**config.mk**
```make
export PLATFORM = sky130hd
export DESIGN_NAME = quasi_bidir_port_mode_ctrl
export DESIGN_NICKNAME = d
export VERILOG_FILES = /design/src/rtl/port_mode_pkg.sv /design/src/rtl/pin_sync.sv /design/src/rtl/tick_divider.sv /design/src/rtl/quasi_bidir_port_mode_ctrl.sv
export SDC_FILE = /design/constraint.sdc
export NUM_CORES = 1
export LEC_CHECK = 0
export ABC_AREA = 1
export ABC_CLOCK_PERIOD_IN_PS = 2100
export BUFFER_PORTS_ARGS = -buffer_cell sky130_fd_sc_hd__buf_2
export CORE_ASPECT_RATIO = 0.6
export CORE_MARGIN = 8
export CORE_UTILIZATION = 40
export DETAILED_ROUTE_END_ITERATION = 8
export PLACE_DENSITY = 0.7
export SYNTH_ARGS = -nofsm -noshare
export SYNTH_HDL_FRONTEND = slang
export SYNTH_SLANG_ARGS = --single-unit
```
**constraint.sdc**
```tcl
create_clock -name i_clk -period 2.1 [get_ports i_clk]
set_clock_uncertainty 0.15 [all_clocks]
set_input_delay 0.315 -clock i_clk [delete_from_list [all_inputs] [get_ports i_clk]]
set_output_delay 0.315 -clock i_clk [all_outputs]
set_load 0.1 [all_outputs]
```
**src/rtl/port_mode_pkg.sv**
```systemverilog
package port_mode_pkg;

	// ----------------------------------------------------------------
	// register addresses and reset values
	// ----------------------------------------------------------------
	localparam logic [7:0] ADDR_PORT1_DATA_LATCH    = 8'h90;
	localparam logic [7:0] ADDR_PORT1_PIN_MODE_LOW  = 8'hA2;
	localparam logic [7:0] ADDR_PORT1_PIN_MODE_HIGH = 8'hA3;
	localparam logic [7:0] ADDR_PORT3_PIN_MODE_LOW  = 8'hA4;
	localparam logic [7:0] ADDR_PORT3_PIN_MODE_HIGH = 8'hA5;
	localparam logic [7:0] ADDR_PORT3_DATA_LATCH    = 8'hB0;

	localparam logic [7:0] RST_PORT1_DATA_LATCH    = 8'hFF;
	localparam logic [7:0] RST_PORT1_PIN_MODE_LOW  = 8'h00;
	localparam logic [7:0] RST_PORT1_PIN_MODE_HIGH = 8'h00;
	localparam logic [7:0] RST_PORT3_PIN_MODE_LOW  = 8'h33;
	localparam logic [7:0] RST_PORT3_PIN_MODE_HIGH = 8'h00;
	localparam logic [7:0] RST_PORT3_DATA_LATCH    = 8'hFF;

	// ----------------------------------------------------------------
	// mode field codes and pin positions (pins 0-7 port 1, 8-15 port 3)
	// ----------------------------------------------------------------
	localparam logic [1:0] MODE_OPEN_DRAIN_PULLUP = 2'h0;
	localparam logic [1:0] MODE_OPEN_DRAIN_HIZ    = 2'h1;
	localparam logic [1:0] MODE_PUSH_PULL         = 2'h2;
	localparam logic [1:0] MODE_ALTERNATE         = 2'h3;

	localparam int PIN_TIMER2_OUT   = 0;
	localparam int PIN_LCD_SEG_B    = 8;
	localparam int PIN_LCD_SEG_A    = 10;
	localparam int PIN_TIMER1_OUT   = 13;
	localparam int PIN_TIMER1_INV   = 14;
	localparam int PIN_SYSTEM_CLOCK_OUT   = 15;
	localparam int PIN_QUASI_FIRST  = 8;
	localparam int QUASI_PIN_COUNT  = 3;
	localparam int TOUCH_LOW_COUNT  = 10;
	localparam int TOUCH_HIGH_COUNT = 4;
	// pin index of each touch channel, channel 0 first
	localparam int TOUCH_PIN [14] = '{7, 6, 5, 4, 3, 2, 1, 12, 11, 9, 0, 15, 14, 13};

	// strong high drive time of a quasi-bidirectional pin, in clock cycles
	localparam logic [1:0] PSEUDO_BOOST_CYCLES = 2'h2;
	localparam logic [2:0] CLK_DIV_MIN         = 3'h1;

	// field of pin n out of a packed {high,low} mode pair
	function automatic logic [1:0] mode_of(input logic [15:0] modes, input int n);
		return modes[2*n +: 2];
	endfunction

	// timer overflow divider select: 0 -> 2, 1 -> 3, else 4
	function automatic logic [2:0] timer_div_n(input logic [1:0] sel);
		return (sel == 2'h0) ? 3'h2 : ((sel == 2'h1) ? 3'h3 : 3'h4);
	endfunction

endpackage

```
**src/rtl/pin_sync.sv**
```systemverilog
`timescale 1ns/1ps
module pin_sync
	import port_mode_pkg::*;
#(
	parameter int WIDTH = 16
) (
	input  wire logic             i_clk,
	input  wire logic             i_resetn,
	input  wire logic [WIDTH-1:0] i_async,
	output logic      [WIDTH-1:0] o_sync
);

	logic [WIDTH-1:0] meta;

	// ----------------------------------------------------------------
	// two-stage synchroniser; the first stage feeds only the second
	// ----------------------------------------------------------------
	always_ff @(posedge i_clk or negedge i_resetn) begin
		if (!i_resetn) begin
			meta   <= '0;
			o_sync <= '0;
		end else begin
			meta   <= i_async;
			o_sync <= meta;
		end
	end

endmodule

```
**src/rtl/tick_divider.sv**
```systemverilog
`timescale 1ns/1ps
module tick_divider
	import port_mode_pkg::*;
(
	input  wire logic       i_clk,
	input  wire logic       i_resetn,
	input  wire logic       i_tick,
	input  wire logic [2:0] i_div_n,
	output logic            o_wave
);

	logic [2:0] count;
	logic [2:0] next_count;

	// wrap after n ticks; a smaller n written mid-count wraps at once
	always_comb begin
		next_count = count;
		if (i_tick) begin
			next_count = (count >= i_div_n - 3'h1) ? 3'h0 : count + 3'h1;
		end
	end

	// ----------------------------------------------------------------
	// wave is high for the upper half of each count cycle
	// ----------------------------------------------------------------
	always_ff @(posedge i_clk or negedge i_resetn) begin
		if (!i_resetn) begin
			count  <= 3'h0;
			o_wave <= 1'b0;
		end else begin
			count  <= next_count;
			o_wave <= (next_count >= {1'b0, i_div_n[2:1]});
		end
	end

endmodule

```
**src/rtl/quasi_bidir_port_mode_ctrl.sv**
```systemverilog
`timescale 1ns/1ps
module quasi_bidir_port_mode_ctrl
	import port_mode_pkg::*;
(
	input  wire logic        i_clk,
	input  wire logic        i_resetn,
	input  wire logic [7:0]  i_sfr_addr,
	input  wire logic [7:0]  i_sfr_wdata,
	input  wire logic        i_sfr_wr,
	input  wire logic        i_sfr_rd,
	input  wire logic        i_sfr_rmw,
	output logic      [7:0]  o_sfr_rdata,
	input  wire logic [7:0]  i_p1_pin,
	input  wire logic [7:0]  i_p3_pin,
	output logic      [7:0]  o_p1_out,
	output logic      [7:0]  o_p1_oe,
	output logic      [7:0]  o_p1_pullup,
	output logic      [7:0]  o_p1_din_en,
	output logic      [7:0]  o_p3_out,
	output logic      [7:0]  o_p3_oe,
	output logic      [7:0]  o_p3_pullup,
	output logic      [7:0]  o_p3_din_en,
	output logic      [7:0]  o_p1_digital_in,
	output logic      [7:0]  o_p3_digital_in,
	input  wire logic        i_timer2_overflow,
	input  wire logic        i_timer1_overflow,
	input  wire logic [1:0]  i_timer2_div_sel,
	input  wire logic [1:0]  i_timer1_div_sel,
	input  wire logic [1:0]  i_system_clock_div_sel,
	input  wire logic        i_lcd_segment_a,
	input  wire logic        i_lcd_segment_b,
	output logic      [9:0]  o_touch_key_channels_low,
	output logic      [3:0]  o_touch_key_channels_high,
	output logic      [13:0] o_touch_key_scan
);

	// ----------------------------------------------------------------
	// storage
	// ----------------------------------------------------------------
	logic [7:0]  port1_data_latch;
	logic [7:0]  port3_data_latch;
	logic [7:0]  port1_pin_mode_low;
	logic [7:0]  port1_pin_mode_high;
	logic [7:0]  port3_pin_mode_low;
	logic [7:0]  port3_pin_mode_high;
	logic [15:0] pin_level;
	logic [15:0] latch_all;
	logic [31:0] mode_all;
	logic [2:0]  quasi_latch_q;
	logic [1:0]  boost_cnt [QUASI_PIN_COUNT];
	logic [2:0]  quasi_rise;
	logic        timer2_divided_overflow_out;
	logic        timer1_divided_overflow_out;
	logic        system_clock_divided_out;
	logic        system_clock_bypass;
	logic [15:0] alt_drive;
	logic [15:0] alt_value;
	logic [15:0] next_out;
	logic [15:0] next_oe;
	logic [15:0] next_pullup;
	logic [15:0] next_din_en;
	logic [15:0] pin_out_q;
	logic [7:0]  next_rdata;
	logic [13:0] next_scan;

	assign latch_all = {port3_data_latch, port1_data_latch};
	assign mode_all  = {port3_pin_mode_high, port3_pin_mode_low, port1_pin_mode_high, port1_pin_mode_low};

	// ----------------------------------------------------------------
	// pin sampling and alternative function sources
	// ----------------------------------------------------------------
	pin_sync #(
		.WIDTH (16)
	) u_pin_sync (
		.i_clk    (i_clk),
		.i_resetn (i_resetn),
		.i_async  ({i_p3_pin, i_p1_pin}),
		.o_sync   (pin_level)
	);

	tick_divider u_timer2_div (
		.i_clk    (i_clk),
		.i_resetn (i_resetn),
		.i_tick   (i_timer2_overflow),
		.i_div_n  (timer_div_n(i_timer2_div_sel)),
		.o_wave   (timer2_divided_overflow_out)
	);

	tick_divider u_timer1_div (
		.i_clk    (i_clk),
		.i_resetn (i_resetn),
		.i_tick   (i_timer1_overflow),
		.i_div_n  (timer_div_n(i_timer1_div_sel)),
		.o_wave   (timer1_divided_overflow_out)
	);

	// counts every system clock; divide by one is taken straight from the clock
	tick_divider u_system_clock_div (
		.i_clk    (i_clk),
		.i_resetn (i_resetn),
		.i_tick   (1'b1),
		.i_div_n  (3'({1'b0, i_system_clock_div_sel}) + CLK_DIV_MIN),
		.o_wave   (system_clock_divided_out)
	);

	// ----------------------------------------------------------------
	// data latches: plain writes and read-modify-write write-backs land here
	// ----------------------------------------------------------------
	always_ff @(posedge i_clk or negedge i_resetn) begin
		if (!i_resetn) begin
			port1_data_latch <= RST_PORT1_DATA_LATCH;
			port3_data_latch <= RST_PORT3_DATA_LATCH;
		end else if (i_sfr_wr) begin
			if (i_sfr_addr == ADDR_PORT1_DATA_LATCH) begin
				port1_data_latch <= i_sfr_wdata;
			end
			if (i_sfr_addr == ADDR_PORT3_DATA_LATCH) begin
				port3_data_latch <= i_sfr_wdata;
			end
		end
	end

	// ----------------------------------------------------------------
	// mode fields; port 3 low starts with both segment pins in mode 3
	// ----------------------------------------------------------------
	always_ff @(posedge i_clk or negedge i_resetn) begin
		if (!i_resetn) begin
			port1_pin_mode_low  <= RST_PORT1_PIN_MODE_LOW;
			port1_pin_mode_high <= RST_PORT1_PIN_MODE_HIGH;
			port3_pin_mode_low  <= RST_PORT3_PIN_MODE_LOW;
			port3_pin_mode_high <= RST_PORT3_PIN_MODE_HIGH;
		end else if (i_sfr_wr) begin
			unique case (i_sfr_addr)
				ADDR_PORT1_PIN_MODE_LOW:  port1_pin_mode_low  <= i_sfr_wdata;
				ADDR_PORT1_PIN_MODE_HIGH: port1_pin_mode_high <= i_sfr_wdata;
				ADDR_PORT3_PIN_MODE_LOW:  port3_pin_mode_low  <= i_sfr_wdata;
				ADDR_PORT3_PIN_MODE_HIGH: port3_pin_mode_high <= i_sfr_wdata;
				default: ;
			endcase
		end
	end

	// ----------------------------------------------------------------
	// read path: modify-type reads see the latch, plain reads see the pins
	// ----------------------------------------------------------------
	always_comb begin
		next_rdata = 8'h00;
		unique case (i_sfr_addr)
			ADDR_PORT1_DATA_LATCH:    next_rdata = i_sfr_rmw ? port1_data_latch : pin_level[7:0];
			ADDR_PORT3_DATA_LATCH:    next_rdata = i_sfr_rmw ? port3_data_latch : pin_level[15:8];
			ADDR_PORT1_PIN_MODE_LOW:  next_rdata = port1_pin_mode_low;
			ADDR_PORT1_PIN_MODE_HIGH: next_rdata = port1_pin_mode_high;
			ADDR_PORT3_PIN_MODE_LOW:  next_rdata = port3_pin_mode_low;
			ADDR_PORT3_PIN_MODE_HIGH: next_rdata = port3_pin_mode_high;
			default:                  next_rdata = 8'h00;
		endcase
	end

	// read data holds until the next read
	always_ff @(posedge i_clk or negedge i_resetn) begin
		if (!i_resetn) begin
			o_sfr_rdata <= 8'h00;
		end else if (i_sfr_rd) begin
			o_sfr_rdata <= next_rdata;
		end
	end

	// ----------------------------------------------------------------
	// quasi-bidirectional boost on port 3 bits 0-2
	// ----------------------------------------------------------------
	always_comb begin
		for (int q = 0; q < QUASI_PIN_COUNT; q++) begin
			quasi_rise[q] = port3_data_latch[q] & ~quasi_latch_q[q]
				& (mode_of(mode_all[31:16], q) <= MODE_OPEN_DRAIN_HIZ);
		end
	end

	// the rising edge itself is one strong cycle, the counter adds the rest
	always_ff @(posedge i_clk or negedge i_resetn) begin
		if (!i_resetn) begin
			quasi_latch_q <= 3'h7;
			for (int q = 0; q < QUASI_PIN_COUNT; q++) begin
				boost_cnt[q] <= 2'h0;
			end
		end else begin
			quasi_latch_q <= port3_data_latch[2:0];
			for (int q = 0; q < QUASI_PIN_COUNT; q++) begin
				if (quasi_rise[q]) begin
					boost_cnt[q] <= PSEUDO_BOOST_CYCLES - 2'h1;
				end else if (boost_cnt[q] != 2'h0) begin
					boost_cnt[q] <= boost_cnt[q] - 2'h1;
				end
			end
		end
	end

	// ----------------------------------------------------------------
	// alternative function drivers of mode 3
	// ----------------------------------------------------------------
	always_comb begin
		alt_drive = 16'h0000;
		alt_value = 16'h0000;
		alt_drive[PIN_TIMER2_OUT] = 1'b1;
		alt_value[PIN_TIMER2_OUT] = timer2_divided_overflow_out;
		alt_drive[PIN_LCD_SEG_B]  = 1'b1;
		alt_value[PIN_LCD_SEG_B]  = i_lcd_segment_b;
		alt_drive[PIN_LCD_SEG_A]  = 1'b1;
		alt_value[PIN_LCD_SEG_A]  = i_lcd_segment_a;
		alt_drive[PIN_TIMER1_OUT] = 1'b1;
		alt_value[PIN_TIMER1_OUT] = timer1_divided_overflow_out;
		alt_drive[PIN_TIMER1_INV] = 1'b1;
		alt_value[PIN_TIMER1_INV] = ~timer1_divided_overflow_out;
		alt_drive[PIN_SYSTEM_CLOCK_OUT] = 1'b1;
		alt_value[PIN_SYSTEM_CLOCK_OUT] = system_clock_divided_out;
	end

	// ----------------------------------------------------------------
	// per-pin drive decode; low touch channel pins are the mode 3 pins left undriven
	// ----------------------------------------------------------------
	always_comb begin
		for (int p = 0; p < 16; p++) begin
			next_out[p]    = 1'b0;
			next_oe[p]     = 1'b0;
			next_pullup[p] = 1'b0;
			next_din_en[p] = 1'b0;
			unique case (mode_of(mode_all[2*(p/8)*8 +: 16], p % 8))
				MODE_OPEN_DRAIN_PULLUP: begin
					next_oe[p]     = ~latch_all[p];
					next_pullup[p] = latch_all[p];
					next_din_en[p] = latch_all[p];
				end
				MODE_OPEN_DRAIN_HIZ: begin
					next_oe[p]     = ~latch_all[p];
					next_din_en[p] = latch_all[p];
				end
				MODE_PUSH_PULL: begin
					next_oe[p]  = 1'b1;
					next_out[p] = latch_all[p];
				end
				MODE_ALTERNATE: begin
					next_oe[p]  = alt_drive[p];
					next_out[p] = alt_value[p];
				end
			endcase
		end
		for (int q = 0; q < QUASI_PIN_COUNT; q++) begin
			if (quasi_rise[q] || boost_cnt[q] != 2'h0) begin
				next_oe[PIN_QUASI_FIRST + q]  = 1'b1;
				next_out[PIN_QUASI_FIRST + q] = 1'b1;
			end
		end
	end

	// ----------------------------------------------------------------
	// registered pad controls and gated digital inputs
	// ----------------------------------------------------------------
	always_ff @(posedge i_clk or negedge i_resetn) begin
		if (!i_resetn) begin
			pin_out_q       <= 16'h0000;
			o_p1_oe         <= 8'h00;
			o_p3_oe         <= 8'h00;
			o_p1_pullup     <= 8'h00;
			o_p3_pullup     <= 8'h00;
			o_p1_din_en     <= 8'h00;
			o_p3_din_en     <= 8'h00;
			o_p1_digital_in <= 8'h00;
			o_p3_digital_in <= 8'h00;
			system_clock_bypass   <= 1'b0;
		end else begin
			pin_out_q       <= next_out;
			{o_p3_oe, o_p1_oe}         <= next_oe;
			{o_p3_pullup, o_p1_pullup} <= next_pullup;
			{o_p3_din_en, o_p1_din_en} <= next_din_en;
			{o_p3_digital_in, o_p1_digital_in} <= pin_level & next_din_en;
			system_clock_bypass   <= (i_system_clock_div_sel == 2'h0)
				&& (mode_of(mode_all[31:16], PIN_SYSTEM_CLOCK_OUT - 8) == MODE_ALTERNATE);
		end
	end

	// divide by one cannot come from a flop, so the clock itself is gated onto the pin
	assign o_p1_out = pin_out_q[7:0];
	assign o_p3_out = system_clock_bypass ? {i_clk, pin_out_q[14:8]} : pin_out_q[15:8];

	// ----------------------------------------------------------------
	// touch key routing
	// ----------------------------------------------------------------
	always_comb begin
		for (int c = 0; c < TOUCH_LOW_COUNT; c++) begin
			next_scan[c] = (mode_of(mode_all[2*(TOUCH_PIN[c]/8)*8 +: 16], TOUCH_PIN[c] % 8)
				== MODE_ALTERNATE);
		end
		for (int c = TOUCH_LOW_COUNT; c < TOUCH_LOW_COUNT + TOUCH_HIGH_COUNT; c++) begin
			next_scan[c] = (mode_of(mode_all[2*(TOUCH_PIN[c]/8)*8 +: 16], TOUCH_PIN[c] % 8)
				== MODE_OPEN_DRAIN_HIZ) && latch_all[TOUCH_PIN[c]];
		end
	end

	// sensed level is only passed on while its channel scans
	always_ff @(posedge i_clk or negedge i_resetn) begin
		if (!i_resetn) begin
			o_touch_key_scan          <= 14'h0000;
			o_touch_key_channels_low  <= 10'h000;
			o_touch_key_channels_high <= 4'h0;
		end else begin
			o_touch_key_scan <= next_scan;
			for (int c = 0; c < TOUCH_LOW_COUNT; c++) begin
				o_touch_key_channels_low[c] <= next_scan[c] & pin_level[TOUCH_PIN[c]];
			end
			for (int c = 0; c < TOUCH_HIGH_COUNT; c++) begin
				o_touch_key_channels_high[c] <= next_scan[TOUCH_LOW_COUNT + c]
					& pin_level[TOUCH_PIN[TOUCH_LOW_COUNT + c]];
			end
		end
	end
endmodule

```
==> impl_metrics.tcl <==
set metrics [dict create \
    place.gp.congestion 0.877 \
    cp.required_ns 1.63 \
    status "complete, no violations" \
    drive_gt1_share_pct 25.4 \
    viasPerCell 4.65 \
    yosys.area.top_type "dfrtp_1" \
    reg2regPathDepth 11 \
    synth_warnings 0 \
    wirelength_mm 22.3 \
    fin_nets 1129 \
    dr.first_iter.drc_count 480 \
    tns_ns 0 \
    worstSetupStartpoint "i_clk" \
    cp_slowest_cell "mux2_4" \
    synth.area.top_cells "dfrtp_1 (57%), dfstp_2 (7.0%), nand2_1 (6.7%)" \
    worstReg2RegStart "u_timer2_div.count[0]" \
    endpoint_kind "output port" \
    fillers 1926 \
    rrSetupSlack_ns 0.09 \
    core_um2 21000 \
    highest_layer "met4" \
    grt_pass1_vias 6493 \
    grt_pass1_wl_mm 35.6 \
    drtPass1Iterations 6 \
    cap_violations 0 \
    yosys.cell_types.count 33 \
    endpoint "o_p3_out[7]" \
    vdd_drop_max_v 0.000621 \
    grtUsageTotal_pct 17.1 \
    wire_per_inst_um 16.5 \
    dieArea_um2 26600 \
    io_pins 163 \
    final_antenna_net_count 0 \
    hold_path_class "in -> reg" \
    r2r_end "u_timer2_div.o_wave" \
    startpoint_type "clock port" \
    ys_ff_latch 218 \
    post-dp-hpwl_mm 16.5 \
    p_per_area_nw_per_um2 1120 \
    ys_seq_area_share_pct 63.9 \
    die_height_um 129 \
    portBuffers 162 \
    dp.cells 1278 \
    max_stage_delay_ns 0.27 \
    met3WireLength_mm 2.01 \
    worstPathArrival_ns 1.60 \
    maxSlewHeadroom_pct 55.5 \
    wirelength_met1_mm 10.8 \
    synth.top_cell.area_share_pct 56.9 \
    leakagePower_nw 5.81 \
    worstMarginPinSlew_ns 0.667 \
    overflow 0 \
    critical_path.cell_chain "clkbuf_16, mux2_4, buf_12" \
    setup.worst_path.class "clk -> out" \
    clkSlewWorstSetupHoldPaths_ns 0.06 \
    stdcell_count 1353 \
    drcViolationCount 0 \
    worstSkewPairLatency_ns 0.60 \
    final_max_slew_viol_count 0 \
    avgSynthCellArea_um2 10.1 \
    rows 41 \
    crit_fanout 2 \
    via_count 6287 \
    antenna_cells 0 \
    start_util_pct 40.8 \
    dieWidth_um 205 \
    grt_max_degree 56 \
    hold_viol 0 \
    setup_viol 0 \
    syn2layout_area_growth_pct 25.9 \
    grt_antenna_before_repair 0 \
    wl_met2_mm 9.14 \
    synthCells 852 \
    syn-cell-area_um2 8580 \
    cts_tree "built" \
]
==> worst max-delay path: cells and delay by family <==
kind,cells,cell delay [ns]
mux,1,0.27
buf+inv,2,0.28
==> timing repair <==
action                                 CTS  global route
hold buffers                            32             0
setup buffers                            0             4
pin swaps                                0             3
setup endpoints to repair                1             3
resized for setup                        5             7
endpoints found under the hold margin  287             0
==> metrics by stage <==
stage / worst slack (ns) / instance area [µm²] / hold slack (ns) / power (mW) / util (%)
floorplan: -0.105 / 8630 / -0.131 / 7.50 / -
global placement: -0.383 / 9720 / 0.121 / 8.11 / 46.2
detailed placement: -0.504 / 9720 / 0.121 / 8.22 / 46.2
CTS: 0.0213 / 10800 / 0.0582 / 12.2 / 51.2
global route: -0.0154 / 10800 / 0.103 / 12.8 / 51.4
finish: 0.0338 / 10800 / 0.0619 / 12.2 / 51.4
==> cell families after synthesis <==
family / synth area share (%)
AOI/OAI and AO/OA: 5.64
other: 0.0437
DFF: 63.9
muxes: 0.248
buffers and inverters: 7.74
adders and majority gates: 3.21
xor gates and xnor gates: 0.306
and+or+nand+nor: 18.9
==> Yosys cell counts <==
master / count
nand3_4: 1
inv_2: 6
nand3b_1: 3
inv_1: 113
conb_1: 1
clkinv_1: 1
o31ai_1: 1
clkbuf_1: 2
a211oi_1: 1
xnor2_1: 3
nor2_1: 116
o21a_1: 2
nor3_1: 14
a21oi_1: 22
buf_6: 3
nand3_1: 52
ha_1: 22
o21ai_1: 27
nand2_2: 8
o21ai_0: 36
or2_1: 3
buf_4: 21
nor2_4: 11
nand2_4: 1
mux2_2: 1
nand2_1: 153
dfstp_2: 23
buf_2: 3
mux2i_1: 1
a21boi_0: 3
o22ai_1: 1
dfrtp_1: 195
nor2_8: 2
==> state kept, by name (all words and copies together), names as in the netlist, 4 cells and up <==
name	cells
pin_out_q	16
u_pin_sync.meta	16
u_pin_sync.o_sync	16
o_touch_key_scan	14
o_touch_key_channels_low	10
o_p1_digital_in	8
o_p1_din_en	8
o_p1_oe	8
o_p1_pullup	8
o_p3_digital_in	8
o_p3_din_en	8
o_p3_oe	8
o_p3_pullup	8
o_sfr_rdata	8
port1_data_latch	8
port1_pin_mode_high	8
port1_pin_mode_low	8
port3_data_latch	8
port3_pin_mode_high	8
port3_pin_mode_low	8
boost_cnt	6
o_touch_key_channels_high	4
==> how the worst min path moves through the flow <==
stage	startpoint	endpoint	slack (ns)	depth (start not counted)
after floorplan	i_resetn	boost_cnt[0]	-0.13	0
after global placement	i_resetn	o_touch_key_channels_low[9]	0.12	1
after detailed placement	i_resetn	o_p3_pullup[1]	0.12	1
after CTS	i_timer1_div_sel[1]	u_timer1_div.o_wave	0.06	5
after global routing	i_timer1_div_sel[1]	u_timer1_div.o_wave	0.10	5
final	i_timer1_div_sel[1]	u_timer1_div.o_wave	0.06	5
==> area by class of cell <==
cell class | instances | area, µm² | share of cell area (%)
clock buffer | 36 | 681 | 6.30
clock inverter | 4 | 45.0 | 0.417
timing repair buffer | 210 | 1300 | 12.0
sequential | 218 | 5480 | 50.7
inverter | 120 | 463 | 4.28
multi-input combinational | 486 | 2490 | 23.0
tap | 279 | 349 | 3.23
==> cells in the final DEF (no fill, tap or decap), types with 2 or more instances in the layout <==
cell type      netlist  routed
dfrtp_1            195     195
buf_2                3     160
nand2_1            153     153
nor2_1             116     115
inv_1              113     111
nand3_1             52      51
o21ai_0             36      32
dlygate4sd3_1        0      32
o21ai_1             27      30
clkbuf_16            0      23
dfstp_2             23      23
a21oi_1             22      21
ha_1                22      21
buf_4               21      14
nor3_1              14      13
nor2_4              11      11
nand2_2              8       8
clkbuf_1             2       8
inv_2                6       7
clkbuf_8             0       4
buf_12               0       4
nand3b_1             3       3
or2_1                3       3
clkinv_2             0       3
xnor2_1              3       2
a21boi_0             3       2
nor2_8               2       2
o21a_1               2       2
conb_1               1       2
==> per-layer routing <==
layer  track usage [%]  vias up
met3              4.89       24
met2              25.1      211
met4              3.69        0
met1              24.7     2998
met5                 0        -
li1                  -     3054
==> where the power goes <==
group | leakage (nW) | internal, mW | total (mW) | switching (mW)
clock | 0.365 | 2.34 | 4.00 | 1.66
combinational | 2.84 | 0.773 | 3.21 | 2.43
sequential | 2.61 | 4.69 | 4.94 | 0.255
total | 5.81 | 7.80 | 12.2 | 4.35
Power figures use the tool's default switching activity.
